File: src/common/lvs_defs.svh
`ifndef LVS_DEFS_SVH
`define LVS_DEFS_SVH

// ----------------------------------------------------------------
// Register indices behind the indexed data port
// ----------------------------------------------------------------
`define LVS_IDX_SYNC_SIZE_EXT   8'h48
`define LVS_IDX_UPPER_HALF      8'h49
`define LVS_IDX_PANEL_TOTAL     8'h4a

// ----------------------------------------------------------------
// Reset values
// ----------------------------------------------------------------
`define LVS_RST_SYNC_SIZE_EXT   8'h00
`define LVS_RST_UPPER_HALF      8'h00
`define LVS_RST_PANEL_TOTAL     8'h00
`define LVS_RST_INDEX           8'h00

// ----------------------------------------------------------------
// Extension register field positions
// ----------------------------------------------------------------
`define LVS_EXT_TOTAL_MSB       5
`define LVS_EXT_TOTAL_LSB       4
`define LVS_EXT_UPPER_BIT       2
`define LVS_EXT_FINE_MSB        1
`define LVS_EXT_FINE_LSB        0
`define LVS_EXT_DEFINED_MASK    8'h37

// ----------------------------------------------------------------
// Line offsets and timing counts
// ----------------------------------------------------------------
`define LVS_TOTAL_EXTRA_LINES   11'h002
`define LVS_UPPER_EXTRA_LINES   11'h001
`define LVS_COARSE_STEP_SHIFT   2
`define LVS_SYNC_WIDTH_CLKS     4'h8

`endif

File: src/common/lvs_pkg.sv
`include "lvs_defs.svh"

package lvs_pkg;

  // ----------------------------------------------------------------
  // Indexed I/O access, one request per cycle
  // ----------------------------------------------------------------
  typedef struct packed {
    logic       wr;
    logic       rd;
    logic       data_port;
    logic [7:0] wdata;
  } lvs_io_req_t;

  // ----------------------------------------------------------------
  // Vertical geometry latched for one frame
  // ----------------------------------------------------------------
  typedef struct packed {
    logic [9:0] total_raw;
    logic [8:0] upper_raw;
    logic       dual_scan;
  } lvs_vert_cfg_t;

  // ----------------------------------------------------------------
  // Frame walker states, Gray along idle, first, second
  // ----------------------------------------------------------------
  typedef enum logic [1:0] {
    LVS_ST_IDLE   = 2'b00,
    LVS_ST_FIRST  = 2'b01,
    LVS_ST_SECOND = 2'b11
  } lvs_vstate_t;

endpackage

File: src/logic/lvs_vertical_size.sv
`timescale 1ns/1ps
`include "lvs_defs.svh"


module lvs_vertical_size (
  input  wire logic                 sys_clk,
  input  wire logic                 reset,
  input  wire lvs_pkg::lvs_io_req_t io_req,
  input  wire logic                 vsync_start,
  input  wire logic                 hde_start,
  input  wire logic                 dual_scan_mode,
  input  wire logic [8:0]           line_sync_coarse_start,
  output logic      [7:0]           io_rdata_q,
  output logic                      io_rdata_valid_q,
  output logic                      panel_line_sync_q,
  output logic                      upper_half_q,
  output logic                      lower_half_q,
  output logic                      frame_active_q,
  output logic                      frame_done_q,
  output logic      [10:0]          line_index_q,
  output logic      [10:0]          total_lines_q,
  output logic      [9:0]           upper_lines_q
);

  import lvs_pkg::*;

  // ----------------------------------------------------------------
  // Register storage
  // ----------------------------------------------------------------
  logic [7:0]    index_q;
  logic [7:0]    sync_size_ext_q;
  logic [7:0]    upper_half_lines_q;
  logic [7:0]    panel_total_lines_q;
  logic          data_wr;
  logic          data_rd;
  logic          index_wr;
  logic [7:0]    rd_mux;

  // ----------------------------------------------------------------
  // Assembled geometry
  // ----------------------------------------------------------------
  logic [9:0]    total_raw;
  logic [8:0]    upper_raw;
  logic [1:0]    fine_delay;
  logic [10:0]   total_lines_d;
  logic [10:0]   upper_lines_d;

  // ----------------------------------------------------------------
  // Frame walker
  // ----------------------------------------------------------------
  lvs_vert_cfg_t cfg_q;
  lvs_vstate_t   state_q;
  lvs_vstate_t   state_d;
  logic [10:0]   line_next;
  logic [10:0]   frame_total;
  logic [10:0]   frame_upper;
  logic          hit_upper;
  logic          hit_total;

  // ----------------------------------------------------------------
  // Port decode
  // ----------------------------------------------------------------
  assign index_wr = io_req.wr && !io_req.data_port;
  assign data_wr  = io_req.wr && io_req.data_port;
  assign data_rd  = io_req.rd && io_req.data_port;

  // ----------------------------------------------------------------
  // Index register
  // ----------------------------------------------------------------
  always_ff @(posedge sys_clk or posedge reset) begin
    if (reset) begin
      index_q <= `LVS_RST_INDEX;
    end else if (index_wr) begin
      index_q <= io_req.wdata;
    end
  end

  // ----------------------------------------------------------------
  // Extension register: only defined bits hold state
  // ----------------------------------------------------------------
  always_ff @(posedge sys_clk or posedge reset) begin
    if (reset) begin
      sync_size_ext_q <= `LVS_RST_SYNC_SIZE_EXT;
    end else if (data_wr && (index_q == `LVS_IDX_SYNC_SIZE_EXT)) begin
      sync_size_ext_q <= io_req.wdata & `LVS_EXT_DEFINED_MASK;
    end
  end

  // ----------------------------------------------------------------
  // Upper-half size register
  // ----------------------------------------------------------------
  always_ff @(posedge sys_clk or posedge reset) begin
    if (reset) begin
      upper_half_lines_q <= `LVS_RST_UPPER_HALF;
    end else if (data_wr && (index_q == `LVS_IDX_UPPER_HALF)) begin
      upper_half_lines_q <= io_req.wdata;
    end
  end

  // ----------------------------------------------------------------
  // Total size register
  // ----------------------------------------------------------------
  always_ff @(posedge sys_clk or posedge reset) begin
    if (reset) begin
      panel_total_lines_q <= `LVS_RST_PANEL_TOTAL;
    end else if (data_wr && (index_q == `LVS_IDX_PANEL_TOTAL)) begin
      panel_total_lines_q <= io_req.wdata;
    end
  end

  // ----------------------------------------------------------------
  // Read path
  // ----------------------------------------------------------------
  // Indices outside this block read as zero; reserved bits were never stored
  always_comb begin
    if (!io_req.data_port) begin
      rd_mux = index_q;
    end else if (index_q == `LVS_IDX_SYNC_SIZE_EXT) begin
      rd_mux = sync_size_ext_q;
    end else if (index_q == `LVS_IDX_UPPER_HALF) begin
      rd_mux = upper_half_lines_q;
    end else if (index_q == `LVS_IDX_PANEL_TOTAL) begin
      rd_mux = panel_total_lines_q;
    end else begin
      rd_mux = 8'h00;
    end
  end

  always_ff @(posedge sys_clk or posedge reset) begin
    if (reset) begin
      io_rdata_q       <= 8'h00;
      io_rdata_valid_q <= 1'b0;
    end else if (io_req.rd) begin
      io_rdata_q       <= rd_mux;
      io_rdata_valid_q <= 1'b1;
    end else begin
      io_rdata_valid_q <= 1'b0;
    end
  end

  // ----------------------------------------------------------------
  // Field assembly
  // ----------------------------------------------------------------
  always_comb begin
    total_raw = {sync_size_ext_q[`LVS_EXT_TOTAL_MSB:`LVS_EXT_TOTAL_LSB], panel_total_lines_q};
    upper_raw = {sync_size_ext_q[`LVS_EXT_UPPER_BIT], upper_half_lines_q};
    fine_delay = sync_size_ext_q[`LVS_EXT_FINE_MSB:`LVS_EXT_FINE_LSB];
    total_lines_d = {1'b0, total_raw} + `LVS_TOTAL_EXTRA_LINES;
    upper_lines_d = {2'b00, upper_raw} + `LVS_UPPER_EXTRA_LINES;
  end

  always_ff @(posedge sys_clk or posedge reset) begin
    if (reset) begin
      total_lines_q <= 11'h000;
      upper_lines_q <= 10'h000;
    end else begin
      total_lines_q <= total_lines_d;
      upper_lines_q <= upper_lines_d[9:0];
    end
  end

  // ----------------------------------------------------------------
  // Frame geometry latch
  // ----------------------------------------------------------------
  // Sampled at the vertical pulse so that a write during a frame takes effect next frame
  always_ff @(posedge sys_clk or posedge reset) begin
    if (reset) begin
      cfg_q <= '0;
    end else if (vsync_start) begin
      cfg_q.total_raw <= total_raw;
      cfg_q.upper_raw <= upper_raw;
      cfg_q.dual_scan <= dual_scan_mode;
    end
  end

  always_comb begin
    frame_total = {1'b0, cfg_q.total_raw} + `LVS_TOTAL_EXTRA_LINES;
    frame_upper = {2'b00, cfg_q.upper_raw} + `LVS_UPPER_EXTRA_LINES;
    line_next   = line_index_q + 11'h001;
    hit_upper   = cfg_q.dual_scan && (line_next == frame_upper);
    hit_total   = (line_next == frame_total);
  end

  // ----------------------------------------------------------------
  // Frame walker next state
  // ----------------------------------------------------------------
  // The upper and lower halves are not checked for equal size; software keeps them matched
  always_comb begin
    state_d = state_q;
    case (state_q)
      LVS_ST_IDLE: begin
        state_d = LVS_ST_IDLE;
      end
      LVS_ST_FIRST: begin
        if (hde_start && hit_total) begin
          state_d = LVS_ST_IDLE;
        end else if (hde_start && hit_upper) begin
          state_d = LVS_ST_SECOND;
        end
      end
      LVS_ST_SECOND: begin
        if (hde_start && hit_total) begin
          state_d = LVS_ST_IDLE;
        end
      end
      default: begin
        state_d = LVS_ST_IDLE;
      end
    endcase
    if (vsync_start) begin
      state_d = LVS_ST_FIRST;
    end
  end

  always_ff @(posedge sys_clk or posedge reset) begin
    if (reset) begin
      state_q <= LVS_ST_IDLE;
    end else begin
      state_q <= state_d;
    end
  end

  // ----------------------------------------------------------------
  // Line position from the latest vertical pulse
  // ----------------------------------------------------------------
  always_ff @(posedge sys_clk or posedge reset) begin
    if (reset) begin
      line_index_q <= 11'h000;
    end else if (vsync_start) begin
      line_index_q <= 11'h000;
    end else if (hde_start && (state_q != LVS_ST_IDLE)) begin
      if (hit_total) begin
        line_index_q <= 11'h000;
      end else begin
        line_index_q <= line_next;
      end
    end
  end

  // ----------------------------------------------------------------
  // Frame status outputs
  // ----------------------------------------------------------------
  always_ff @(posedge sys_clk or posedge reset) begin
    if (reset) begin
      upper_half_q   <= 1'b0;
      lower_half_q   <= 1'b0;
      frame_active_q <= 1'b0;
    end else begin
      upper_half_q   <= (state_d == LVS_ST_FIRST) && cfg_d_dual(vsync_start, dual_scan_mode, cfg_q.dual_scan);
      lower_half_q   <= (state_d == LVS_ST_SECOND);
      frame_active_q <= (state_d != LVS_ST_IDLE);
    end
  end

  always_ff @(posedge sys_clk or posedge reset) begin
    if (reset) begin
      frame_done_q <= 1'b0;
    end else begin
      frame_done_q <= !vsync_start && hde_start && hit_total && (state_q != LVS_ST_IDLE);
    end
  end

  // Dual-scan flag as it will stand in the frame latch after this edge
  function automatic logic cfg_d_dual(input logic vs, input logic mode, input logic held);
    cfg_d_dual = vs ? mode : held;
  endfunction

  // ----------------------------------------------------------------
  // Active panel line sync
  // ----------------------------------------------------------------
  // Sync repeats every line, also outside the frame, since panels expect a steady line rate
  lvs_line_sync u_line_sync (
    .sys_clk                (sys_clk),
    .reset                  (reset),
    .hde_start              (hde_start),
    .line_sync_coarse_start (line_sync_coarse_start),
    .fine_delay             (fine_delay),
    .panel_line_sync_q      (panel_line_sync_q)
  );

endmodule

File: src/logic/lvs_line_sync.sv
`timescale 1ns/1ps
`include "lvs_defs.svh"

module lvs_line_sync (
  input  wire logic       sys_clk,
  input  wire logic       reset,
  input  wire logic       hde_start,
  input  wire logic [8:0] line_sync_coarse_start,
  input  wire logic [1:0] fine_delay,
  output logic            panel_line_sync_q
);

  // ----------------------------------------------------------------
  // Delay target
  // ----------------------------------------------------------------
  logic [10:0] target_d;
  logic [10:0] target_q;
  logic [10:0] cnt_q;
  logic        run_q;
  logic [3:0]  width_q;
  logic        fire;

  // Coarse steps of four dot clocks plus the fine delay
  always_comb begin
    target_d = {line_sync_coarse_start, 2'b00} + {9'h000, fine_delay};
  end

  assign fire = run_q && (cnt_q == target_q);

  // ----------------------------------------------------------------
  // Dot clock counter from the display window start
  // ----------------------------------------------------------------
  // Target is sampled at the window start so a register write mid-line cannot move the edge twice
  always_ff @(posedge sys_clk or posedge reset) begin
    if (reset) begin
      target_q <= 11'h000;
      cnt_q    <= 11'h000;
      run_q    <= 1'b0;
    end else if (hde_start) begin
      target_q <= target_d;
      cnt_q    <= 11'h000;
      run_q    <= 1'b1;
    end else if (fire) begin
      run_q    <= 1'b0;
    end else if (run_q) begin
      cnt_q    <= cnt_q + 11'h001;
    end
  end

  // ----------------------------------------------------------------
  // Sync pulse of fixed width
  // ----------------------------------------------------------------
  always_ff @(posedge sys_clk or posedge reset) begin
    if (reset) begin
      panel_line_sync_q <= 1'b0;
      width_q           <= 4'h0;
    end else if (fire) begin
      panel_line_sync_q <= 1'b1;
      width_q           <= `LVS_SYNC_WIDTH_CLKS - 4'h1;
    end else if (width_q != 4'h0) begin
      width_q           <= width_q - 4'h1;
    end else begin
      panel_line_sync_q <= 1'b0;
    end
  end

endmodule

File: config.mk
export PLATFORM = sky130hd
export DESIGN_NAME = lvs_vertical_size
export DESIGN_NICKNAME = d
export VERILOG_FILES = /design/src/common/lvs_pkg.sv /design/src/logic/lvs_vertical_size.sv /design/src/logic/lvs_line_sync.sv
export VERILOG_INCLUDE_DIRS = /design/src /design/src/common
export SDC_FILE = /design/constraint.sdc
export NUM_CORES = 1
export LEC_CHECK = 0
export BUFFER_PORTS_ARGS = -buffer_cell sky130_fd_sc_hd__buf_4
export CORE_MARGIN = 2
export CORE_UTILIZATION = 45
export DETAILED_ROUTE_END_ITERATION = 10
export HOLD_SLACK_MARGIN = 0.02
export PLACE_DENSITY = 0.69
export SETUP_SLACK_MARGIN = 0.02
export SYNTH_ARGS = -nofsm -noshare
export SYNTH_HDL_FRONTEND = slang
export SYNTH_SLANG_ARGS = --single-unit
File: constraint.sdc
create_clock -name sys_clk -period 5.9 [get_ports sys_clk]
set_input_delay 0.59 -clock sys_clk [delete_from_list [all_inputs] [get_ports sys_clk]]
set_output_delay 0.59 -clock sys_clk [all_outputs]
set_load 0.01 [all_outputs]
; ---- Word-level counts from Yosys, hierarchy flattened
; Cells that the tools add are included.
[word_totals]
reg_bits = 124
input_bits = 25
output_inout_bits = 46
wordCells = 89
[classes]
addsub = 8
eq_ne = 12
mux = 23
n_reduce_logical = 24
[op_table]
columns = cell, count
row1 = 11-bit 2-to-1 mux, 6
row2 = 8-bit 2-to-1 mux, 4
row3 = 8-bit by 7-bit equality test with 1-bit output (second input constant), 3
row4 = 10-bit by 2-bit adder with 11-bit output (second input constant), 2
row5 = 11-bit by 1-bit adder with 11-bit output (second input constant), 2
row6 = 11-bit equality test, 2
row7 = 9-bit by 1-bit adder with 10-bit output (second input constant), 2
row8 = 1-bit logical AND, 14
row9 = 2-bit nonzero test, 6
row10 = 11-bit by 2-bit adder with 11-bit output, 1
row11 = 11-bit by 10-bit equality test with 1-bit output, 1
row12 = 2-bit 2-to-1 mux, 4
row13 = 4-bit 2-to-1 mux, 2
row14 = 1-bit 2-to-1 mux, 6
row15 = 2-bit by 1-bit equality test with 1-bit output (second input constant), 2
row16 = 2-bit equality test (second input constant), 2
row17 = 2-bit one-hot mux with 2 select lines, 1
row18 = 4-bit nonzero test, 1
row19 = 4-bit by 1-bit subtractor with 4-bit output (second input constant), 1
row20 = 1-bit logical NOT, 2
row21 = 2-bit by 1-bit != test with 1-bit output (second input constant), 1
row22 = 2-bit != test (second input constant), 1
row23 = 2-bit AND reduction, 1

; ---- Depth between registers and ports, before layout
; Gate-level depths: netlist of run 1.
[depth]
ltp_word = 10
ltp_mapped = 10
mapped_depth_nobuf = 8

; ---- Modules after synthesis
; From an unflattened synthesis of run 1, not the netlist that was laid out.
[unflattened]
hier_cells = 552
hier_area_um2 = 6249.7
[by_module_without_submodules]
columns = module, instances, cells_per_inst, area_per_inst_um2, seq_area_each_um2
row1 = lvs_vertical_size, 1, 428, 4842.1, 2402.3
row2 = lvs_line_sync, 1, 124, 1407.6, 700.7

; ---- Least setup slack after synthesis of run 1
; OpenSTA, ideal clock, no wires.
[synth_timing]
path_kind = flip-flop to flip-flop
startpoint = register line_index_q[0]
endpoint = register line_index_q[3]
setup_ns = 0.128
t_arrival_ns = 2.352
required_time_ns = 5.772
slack_ns = 3.420
stages_incl_launch_ff = 10
n_path_buf = 1
synth_period_minus_slack_ns = 2.480
cell_sequence = dfrtp_1 ha_1 nand4_1 or3_1 a2111oi_0 a31o_1 nand4_2 buf_6 a31oi_1 o22ai_1
[synth_between]
elab_chain_cells = 5
[synth_lines]
columns = item, line
row1 = start: declaration, lvs_vertical_size.sv:20  ; output logic [10:0] line_index_q,
row2 = start signal: assignment, lvs_vertical_size.sv:235  ; line_index_q <= line_next;
row3 = 11-bit by 1-bit adder with 11-bit output (*), lvs_vertical_size.sv:179  ; line_next = line_index_q + 11'h001;
row4 = 11-bit equality test, lvs_vertical_size.sv:181  ; hit_total = (line_next == frame_total);
row5 = 11-bit 2-to-1 mux (*), lvs_vertical_size.sv:232  ; if (hit_total) begin
row6 = 11-bit 2-to-1 mux (*), lvs_vertical_size.sv:231  ; end else if (hde_start && (state_q != LVS_ST_IDLE)) begin
row7 = 11-bit 2-to-1 mux (*), lvs_vertical_size.sv:229  ; end else if (vsync_start) begin
; Every way passes the cells marked *; elsewhere a longest branch is shown, timed or not. The select of a mux whose other input is x is not followed.
; A chain may end at the register's enable or synchronous reset.

; ---- Final worst setup path of run 1
[layout_timing]
startpoint = register line_index_q[0]
endpoint = register line_index_q[0]
; Same word-level chain as after synthesis.

==> flow_summary.toml, run 1 <==
[flow_run]
maxCapViolCount = 0

[synthesis]
synth_nets = 611
synth_area_mm2 = 0.00633
ys_types = 64
synth_edf_count = 0
ys_warn_count = 0
synth_seq_area_share = 0.490
syn_inst = 579
ys.flop_type = "dfrtp_1"
async_flop_share = 1.00
syn_avg_cell_area_um2 = 10.9
ys_ff_latch = 124

[timing]
hold_violations = 0
finalSetupTns_ns = 0
finalWorstSetupSlack_ns = 2.85
finClkSkew_ns = 0.00635
slew_violations = 0
worst_pin_slew_ns = 0.923
fmax_ghz = 0.327
setup_viol = 0
relSlewSlack = 0.382
period_share = 0.518
rsz0062_at_grt = "no"
fin_crit_ns = 3.05

[clocking]
cts-resized-gates = 0
post-cts-setup-buffers = 0
cts-hold-fix-buffers = 0
clkTransAtPathRegs_ns = 0.05
cts_root_buf = "clkbuf_16"
tritoncts = "done"
numClockSinks = 124
clkLatencyLatePin_ns = 0.42
h-tree-depth = 4
clk_path_buf_depth = 2
cts_buffers = 17

[setup_path]
path_depth = 8
critPathBufInv = 0
worstSetupPathType = "flop to flop"
crit_chain = "ha_1 > nand4_1 > or3_1 > a2111oi_0 > a31o_1 > nand4_2 > nand2_1 > o21ai_0"
cp_slowest_stage_delay_ns = 0.53
critPathMaxFanout = 13
cp_top_family = "simple AND/OR/NAND/NOR gates"
cp_slowest_cell = "dfrtp_1"
worstPathRequired_ns = 6.17
endpoint_kind = "flop"
ff2ff_path_depth = 8
crit_arrival_ns = 3.33
startpoint_type = "flop"

[global_route]
grt_max_degree = 68
use_met1 = 0.285
top_usage_layer = "met2"
grt_overflow = 0
use_met3 = 0.0409
use_met2 = 0.323
antenna_found_initial = 0
grtUsageTotal = 0.208
first_global_vias = 4674
grt_pass1_wl_um = 23900

[power_and_ir_drop]
p_int_mw = 1.70
seqPwrFrac = 0.439
p_switching_mw = 0.601
p_sw_frac = 0.261
powerDensity_mw_per_mm2 = 307
p_comb_frac = 0.131
leakage_nw = 3.31
clock_power_share = 0.430
worst_ir_drop_vdd_v = 0.000149

[route]
drt_iter0_markers = 369
ant_nets = 0
drcViolationCount = 0
routedWlPerCell_um = 17.5
vias_per_cell = 5.65
vias = 4695
drt_wl_total_um = 14500
drt_pass1_iterations = 5

[die]
die_h_um = 123
rows = 43
pin_count = 71
start_util = 0.458
core_area_mm2 = 0.0138
die_w_um = 123
dieArea_mm2 = 0.0150

[placement]
dp_hpwl_um = 10300
place_congestion = 0.948
dp_cells = 799
pre_cts_ws_ns = 2.96
port_buffers = 70
placed_area_mm2 = 0.00694

[worst_hold_path]
hold_class = "input port to asynchronous set/reset pin"

[layout]
design_area_mm2 = 0.00752
n_antenna_cell = 0
final_util = 0.544
drive_gt1_frac = 0.261
multi_input_area_mm2 = 0.00302
fill_cells = 1196
fin_nets = 670
register_area_mm2 = 0.00310
final_cells = 831
area_delta_synth_final_pct = 18.8

[run_status]
status = "finished clean"
[state kept, by name, indices dropped and copies added (netlist names), 10 cells and up]
| signal | cells |
|---|---|
| cfg_q | 20 |
| line_index_q | 11 |
| total_lines_q | 11 |
| u_line_sync.cnt_q | 11 |
| u_line_sync.target_q | 11 |
| upper_lines_q | 10 |
[routing by layer]
layer / part of all wire / routed length (um)
met1: 0.45 / 6540
met2: 0.48 / 6920
met3: 0.054 / 781
met4: 0.021 / 301
met5: 0 / 0
[synthesized netlist by cell type (4+ instances only)]
cell | instances | area share
and4_1 | 5 | 0.0069
a22o_1 | 4 | 0.0055
and3_1 | 15 | 0.015
a31oi_1 | 10 | 0.0099
o21ai_0 | 20 | 0.016
nand2_1 | 32 | 0.019
nor3_1 | 7 | 0.0055
ha_1 | 7 | 0.014
xnor2_1 | 40 | 0.055
o211ai_1 | 4 | 0.0047
dfrtp_1 | 124 | 0.49
or3_1 | 6 | 0.0059
and2_1 | 5 | 0.0049
xor2_1 | 19 | 0.026
nand4_1 | 17 | 0.017
o21a_1 | 5 | 0.0059
buf_2 | 9 | 0.0071
a21oi_1 | 20 | 0.016
nor2b_1 | 11 | 0.011
nor2_1 | 28 | 0.017
inv_1 | 16 | 0.0095
clkbuf_1 | 18 | 0.011
mux2i_1 | 8 | 0.013
mux2_2 | 57 | 0.10
xnor3_1 | 4 | 0.014
nand3_1 | 38 | 0.030
[layout make-up]
type / instances / share of cell area
flip-flops and latches: 124 / 0.413
multi-input cells: 408 / 0.402
well taps: 180 / 0.0300
clock inverters: 10 / 0.0118
inverters: 16 / 0.00832
clock buffers: 22 / 0.0644
repair buffers: 71 / 0.0709
[final timing paths]
check	from	to	slack (ns)
min in group sys_clk	line_sync_coarse_start[5]	u_line_sync.target_q[7]	0.40
max	line_index_q[0]	line_index_q[0]	2.85
min reg2reg	u_line_sync.run_q	u_line_sync.width_q[3]	0.48
min	reset	cfg_q[16]	0.32
max in group asynchronous	reset	u_line_sync.cnt_q[3]	4.36
max reg2reg	line_index_q[0]	line_index_q[0]	2.85
[power groups by stage]
stage	sequential, mW	combinational, mW	clock (mW)
6_report	1.01	0.301	0.992
5_1_grt	1.02	0.338	1.05
4_1_cts	1.01	0.305	1.01
3_5_place_dp	1.02	0.303	0
3_3_place_gp	1.02	0.292	0
2_1_floorplan	1.00	0.208	0
[kinds of logic (layout without fill, tap and decap cells)]
| kind of cell | Yosys count | after routing | synth area share |
|---|---|---|---|
| compound gates | 88 | 88 | 0.0917 |
| mux | 65 | 65 | 0.114 |
| flops | 124 | 124 | 0.490 |
| simple gates | 185 | 185 | 0.162 |
| xor+xnor | 63 | 63 | 0.0959 |
| fa+ha+maj | 7 | 7 | 0.0138 |
| buf+inv | 47 | 119 | 0.0326 |
[per-stage QoR]
step	hold WS (ns)	power (mW)
after global routing	0.393	2.41
after global placement	0.463	1.31
final	0.323	2.31
after detailed placement	0.470	1.33
after floorplan	0.385	1.21
after CTS	0.357	2.33
[cell usage in the layout, fill, tap and decap left out, types with 17 or more instances in the layout]
cell	count
a21oi_1	20
buf_4	71
clkbuf_16	17
dfrtp_1	124
mux2_2	57
nand2_1	32
nand3_1	38
nand4_1	17
nor2_1	28
o21ai_0	20
xnor2_1	40
xor2_1	19
(Power assumes the default switching activity.)
==> inputs of run 2 (changes only) <==
--- a/config.mk
+++ b/config.mk
@@ -6,12 +6,13 @@
 export SDC_FILE = /design/constraint.sdc
 export NUM_CORES = 1
 export LEC_CHECK = 0
+export ABC_AREA = 1
 export BUFFER_PORTS_ARGS = -buffer_cell sky130_fd_sc_hd__buf_4
 export CORE_MARGIN = 2
 export CORE_UTILIZATION = 45
 export DETAILED_ROUTE_END_ITERATION = 10
 export HOLD_SLACK_MARGIN = 0.02
-export PLACE_DENSITY = 0.69
+export PLACE_DENSITY = 0.71
 export SETUP_SLACK_MARGIN = 0.02
 export SYNTH_ARGS = -nofsm -noshare
 export SYNTH_HDL_FRONTEND = slang
==> constraint.sdc (replaced) <==
create_clock -name sys_clk -period 2.55 [get_ports sys_clk]
set_input_delay 0.255 -clock sys_clk [delete_from_list [all_inputs] [get_ports sys_clk]]
set_output_delay 0.255 -clock sys_clk [all_outputs]
set_load 0.01 [all_outputs]
==> run 2 against run 1 <==
Cell area up 2.7%; fmax grew 34%; synthesized cell count increased by 40%; first-iteration DRC count is 5.4% higher; via count rose by 16%; sequential share of layout area is 1.1 points lower; area after synthesis grew 0.30%; setup slack got worse by 2.6 ns; register-to-register slack got worse by 2.6 ns; core utilization is 1.5 points higher; hold slack lost 0.29 ns; sequential power is 130% higher; critical path type unchanged; largest cell class unchanged; largest power group is now the clock network.
==> flow_summary.toml, run 2 <==
[placement]
pre_cts_ws_ns = 0.348
dp_cells = 1045
dp_hpwl_um = 11200
port_buffers = 70
place_congestion = 0.977
placed_area_mm2 = 0.00708

[timing]
fmax_ghz = 0.440
slew_violations = 0
timing.hold.ws_ns = 0.0329
finalWorstSetupSlack_ns = 0.276
finClkSkew_ns = 0.00637
period_share = 0.892
hold_violations = 0
fin_crit_ns = 2.27
worst_pin_slew_ns = 0.776
setup_viol = 0
finalSetupTns_ns = 0
relSlewSlack = 0.477
rsz0062_at_grt = "no"

[synthesis]
synth_nets = 840
synth.most_common_cell = "nand2_1"
synth_seq_area_share = 0.489
ys.flop_type = "dfrtp_1"
synth_area_mm2 = 0.00635
ys_ff_latch = 124
async_flop_share = 1.00
ys_types = 35
synth_edf_count = 0
syn_inst = 808
ys_warn_count = 0
synth_area_leader_cell = "dfrtp_1"
syn_avg_cell_area_um2 = 7.86
netlist.area_leader.share = 0.489
synthTopCellsByArea = "dfrtp_1 49%, nand2_1 14%, inv_1 5.6%"
synth_common_cells = "239 x nand2_1, 124 x dfrtp_1, 95 x inv_1, 62 x nor2_1, 61 x o21ai_0"

[global_route]
grt_pass1_wl_um = 25500
grtUsageTotal = 0.221
top_usage_layer = "met2"
use_met2 = 0.338
first_global_vias = 5204
antenna_found_initial = 0
use_met3 = 0.0613
use_met1 = 0.301
grt_overflow = 0
grt_max_degree = 37

[setup_path]
cp_slowest_cell = "dfrtp_1"
startpoint_type = "flop"
r2r-start = "line_index_q[0]"
crit_chain = "ha_1 > nand2_2 > nor2_4 > nand2_1 > nand2_1 > nand2_2 > xnor2_1 > inv_1 > nor2_1 > nand3_2 > nand3_1 > o21ai_0"
worstPathRequired_ns = 2.84
endpoint_kind = "flop"
setup.worst_path.start = "line_index_q[0]"
critPathMaxFanout = 11
cp_top_family = "simple AND/OR/NAND/NOR gates"
cp_slowest_stage_delay_ns = 0.46
crit_arrival_ns = 2.56
critPathBufInv = 1
worstSetupPathType = "flop to flop"

[clocking]
clk_path_buf_depth = 2
clkTransAtPathRegs_ns = 0.06
cts_root_buf = "clkbuf_16"
tritoncts = "done"
clkLatencyLatePin_ns = 0.42
numClockSinks = 124
h-tree-depth = 4
cts_buffers = 17

[power_and_ir_drop]
p_sw_frac = 0.278
clock_power_share = 0.436
p_switching_mw = 1.59
p_int_mw = 4.14
p_comb_frac = 0.154
powerDensity_mw_per_mm2 = 743
leakage_nw = 3.79
p_total_mw = 5.74
worst_ir_drop_vdd_v = 0.000614
seqPwrFrac = 0.411

[flow_run]
maxCapViolCount = 0

[route]
drt_wl_total_um = 15300
ant_nets = 0
drt_pass1_iterations = 4
vias = 5467
routedWlPerCell_um = 14.2
drt_iter0_markers = 389
vias_per_cell = 5.07
drcViolationCount = 0

[die]
rows = 43
pin_count = 71
core_area_mm2 = 0.0138
die_w_um = 123
die_h_um = 123
dieArea_mm2 = 0.0151
start_util = 0.459

[layout]
n_antenna_cell = 0
mostFrequentLayoutCells = "239 x nand2_1, 124 x dfrtp_1, 94 x inv_1"
design_area_mm2 = 0.00772
largest_reg_flops = 20
drive_gt1_frac = 0.157
final_util = 0.559
mostFrequentLayoutCell = "nand2_1"
final_cells = 1079
fin_nets = 918
top_register = "cfg_q"
area_delta_synth_final_pct = 21.6

[worst_hold_path]
hold_path.startpoint = "line_sync_coarse_start[6]"
hold_class = "input port to flop"

[run_status]
status = "finished clean"
## run 2: cell count changes after synthesis, sizes merged, moves of 9 or more
cell,change
mux2,-57
nand2,+219
o21ai,+50
nand3,+25
nor2,+41
inv,+84
and3,-15
nor2b,-11
a31oi,-9
xnor2,-29
## run 2: worst reg2reg max path, stage by stage (launching register included)
cell     delay [ns]
dfrtp_1        0.46
ha_1           0.32
nand2_2        0.12
nor2_4         0.14
nand2_1        0.07
nand2_1        0.08
nand2_2        0.07
xnor2_1        0.19
inv_1          0.08
nor2_1         0.13
nand3_2        0.26
nand3_1        0.14
o21ai_0        0.08
## run 2: kinds of logic after synthesis
group | Yosys count | synth area share
DFF | 124 | 0.489
buffers and inverters | 119 | 0.0745
adders and majority gates | 7 | 0.0138
xor gates and xnor gates | 34 | 0.0469
and+or+nand+nor | 418 | 0.285
AOI/OAI and AO/OA | 106 | 0.0911
## run 2: routing by layer
| layer | up-vias | part of all wire |
|---|---|---|
| li1 | 2757 | - |
| met1 | 2528 | 0.46 |
| met2 | 157 | 0.46 |
| met3 | 25 | 0.057 |
| met4 | 0 | 0.023 |
| met5 | - | 0 |
## run 2: final cells by class
| class | instances | area (um^2) |
|---|---|---|
| Tap cell | 180 | 225 |
| Fill cell | 1241 | 6100 |
| Clock buffer | 20 | 457 |
| Inverter | 101 | 383 |
| Sequential cell | 124 | 3100 |
| Clock inverter | 12 | 161 |
| Multi-Input combinational cell | 565 | 2770 |
| Timing Repair Buffer | 77 | 621 |
## run 2: repair_timing
action	CTS	global route
endpoints found under the hold margin	28	0
gates resized for setup	0	0
hold buffers	2	0
setup buffers	0	0
## run 2: path summary, 6_finish.rpt
kind | to | slack [ns] | cells after the start
worst max-delay path | line_index_q[10] | 0.28 | 12
worst min-delay path | u_line_sync.target_q[8] | 0.03 | 3
worst max register to register | line_index_q[10] | 0.28 | 12
worst min register to register | upper_lines_q[2] | 0.48 | 1
max in group asynchronous | io_rdata_q[0] | 1.44 | 4
min in group asynchronous | cfg_q[8] | 0.51 | 3
## run 2: power groups by stage
stage	Combinational [mW]	Sequential (mW)	Clock, mW
6_report	0.881	2.36	2.50
2_1_floorplan	0.521	2.39	0
3_3_place_gp	0.859	2.39	0
5_1_grt	0.997	2.38	2.62
4_1_cts	0.886	2.36	2.53
3_5_place_dp	0.873	2.39	0
==> inputs of run 3 (changes only) <==
--- a/config.mk
+++ b/config.mk
@@ -12,6 +12,7 @@
 export CORE_UTILIZATION = 45
 export DETAILED_ROUTE_END_ITERATION = 10
 export HOLD_SLACK_MARGIN = 0.02
+export MAX_ROUTING_LAYER = met4
 export PLACE_DENSITY = 0.71
 export SETUP_SLACK_MARGIN = 0.02
 export SYNTH_ARGS = -nofsm -noshare
==> run 3 against run 2 <==
Global-route usage increased by 0.94 points; sequential power about the same; combinational power decreased by 0.7%; sequential cell count unchanged; clock skew about the same; non-clock buffer count increased by 1; critical path depth unchanged; critical path type unchanged.
==> flow_summary.toml, run 3 (same netlist as run 2, synthesis figures left out) <==
[layout]
drive_gt1_frac = 0.157
largest_reg_flops = 20
mostFrequentLayoutCells = "239 x nand2_1, 124 x dfrtp_1, 94 x inv_1"
mostFrequentLayoutCell = "nand2_1"
n_antenna_cell = 0
area_delta_synth_final_pct = 20.7
fin_nets = 919
final_cells = 1079
fill_cells = 1251
top_register = "cfg_q"

[timing]
fmax_ghz = 0.431
finClkSkew_ns = 0.00627
slew_violations = 0
hold_violations = 0
setup_viol = 0
finalSetupTns_ns = 0
period_share = 0.911
fin_crit_ns = 2.32
rsz0062_at_grt = "no"
worst_pin_slew_ns = 0.784
relSlewSlack = 0.472

[worst_hold_path]
hold_class = "input port to flop"
hold_depth = 3

[setup_path]
regToRegSetupSlack_ns = 0.23
cp_top_family = "simple AND/OR/NAND/NOR gates"
endpoint_kind = "flop"
cp_slowest_cell = "dfrtp_1"
critPathMaxFanout = 11
path_depth = 12
worstSetupPathType = "flop to flop"
cp_slowest_stage_delay_ns = 0.48
critPathBufInv = 1
startpoint_type = "flop"
ff2ff_path_depth = 12
crit_arrival_ns = 2.61
worstPathRequired_ns = 2.84
crit_chain = "ha_1 > nand2_2 > nor2_4 > nand2_1 > nand2_1 > nand2_2 > xnor2_1 > inv_1 > nor2_1 > nand3_2 > nand3_1 > o21ai_0"

[clocking]
h-tree-depth = 4
tritoncts = "done"
clk_path_buf_depth = 2
numClockSinks = 124
clkLatencyLatePin_ns = 0.42
clkTransAtPathRegs_ns = 0.06
cts_root_buf = "clkbuf_16"
cts_buffers = 17

[route]
drt_wl_total_um = 15400
vias = 5509
drt_pass1_iterations = 5
drt_iter0_markers = 393
ant_nets = 0
vias_per_cell = 5.11
routedWlPerCell_um = 14.3
drcViolationCount = 0

[die]
die_w_um = 123
dieArea_mm2 = 0.0151
rows = 43
die_h_um = 123
start_util = 0.459
pin_count = 71
core_area_mm2 = 0.0138

[placement]
port_buffers = 70
place_congestion = 0.985
dp_cells = 1046
dp_hpwl_um = 11400

[global_route]
grt_max_degree = 37
grtUsageTotal = 0.231
grt_pass1_wl_um = 25700
first_global_vias = 5197
antenna_found_initial = 0
grt_overflow = 0

[run_status]
status = "finished clean"

[power_and_ir_drop]
worst_ir_drop_vdd_v = 0.000500
powerDensity_mw_per_mm2 = 711
leakage_nw = 3.76

[flow_run]
maxCapViolCount = 0
## run 3: report_power, final
part | switching (mW) | leakage (nW) | internal [mW] | total (mW)
registers | 0.167 | 1.58 | 2.19 | 2.36
logic | 0.518 | 1.93 | 0.358 | 0.875
clock network | 0.876 | 0.253 | 1.34 | 2.21
## run 3: tightest hold or removal path: stages
cell     delay [ns]
buf_4          0.07
nand2_1        0.04
nand2_1        0.05
## run 3: metrics by stage
stage               setup slack [ns]  utilization  power [mW]  hold WS (ns)  cell area, um^2
floorplan                      0.609            -        2.91         0.286             6350
global placement               0.398        0.513        3.24         0.415             7090
detailed placement             0.302        0.513        3.26         0.416             7090
CTS                            0.275        0.554        5.48        0.0243             7660
global route                  0.0232        0.554        5.71        0.0420             7660
finish                         0.228        0.554        5.44        0.0365             7660
## run 3: layer usage
| layer | vias up | routed length [um] | track usage |
|---|---|---|---|
| met4 | 0 | 226 | 0.0639 |
| li1 | 2758 | - | - |
| met5 | - | 0 | - |
| met3 | 23 | 879 | 0.0586 |
| met1 | 2563 | 7040 | 0.307 |
| met2 | 165 | 7300 | 0.352 |
## run 3: final timing paths
path                                           startpoint                 endpoint
max in group asynchronous                           reset            io_rdata_q[0]
worst min register to register    u_line_sync.target_q[5]  u_line_sync.target_q[5]
worst min-delay path            line_sync_coarse_start[0]  u_line_sync.target_q[2]
min in group asynchronous                           reset    upper_half_lines_q[5]
worst max register to register            line_index_q[0]         line_index_q[10]
worst max-delay path                      line_index_q[0]         line_index_q[10]
## run 3: cell type report
| class | count | area (um^2) | share of cell area |
|---|---|---|---|
| clock buffers | 22 | 484 | 0.0632 |
| clock inverters | 9 | 63.8 | 0.00833 |
| inverters | 101 | 383 | 0.0500 |
| multi-input cells | 565 | 2770 | 0.362 |
| flip-flops and latches | 124 | 3100 | 0.405 |
| well taps | 180 | 225 | 0.0294 |
| repair buffers | 78 | 628 | 0.0820 |
## run 3: repair_timing
item | CTS | global route
hold buffers | 2 | 0
hold endpoints to repair | 28 | 0
setup endpoints to repair | 0 | 0
gates resized for setup | 0 | 0
buffers inserted | 0 | 0
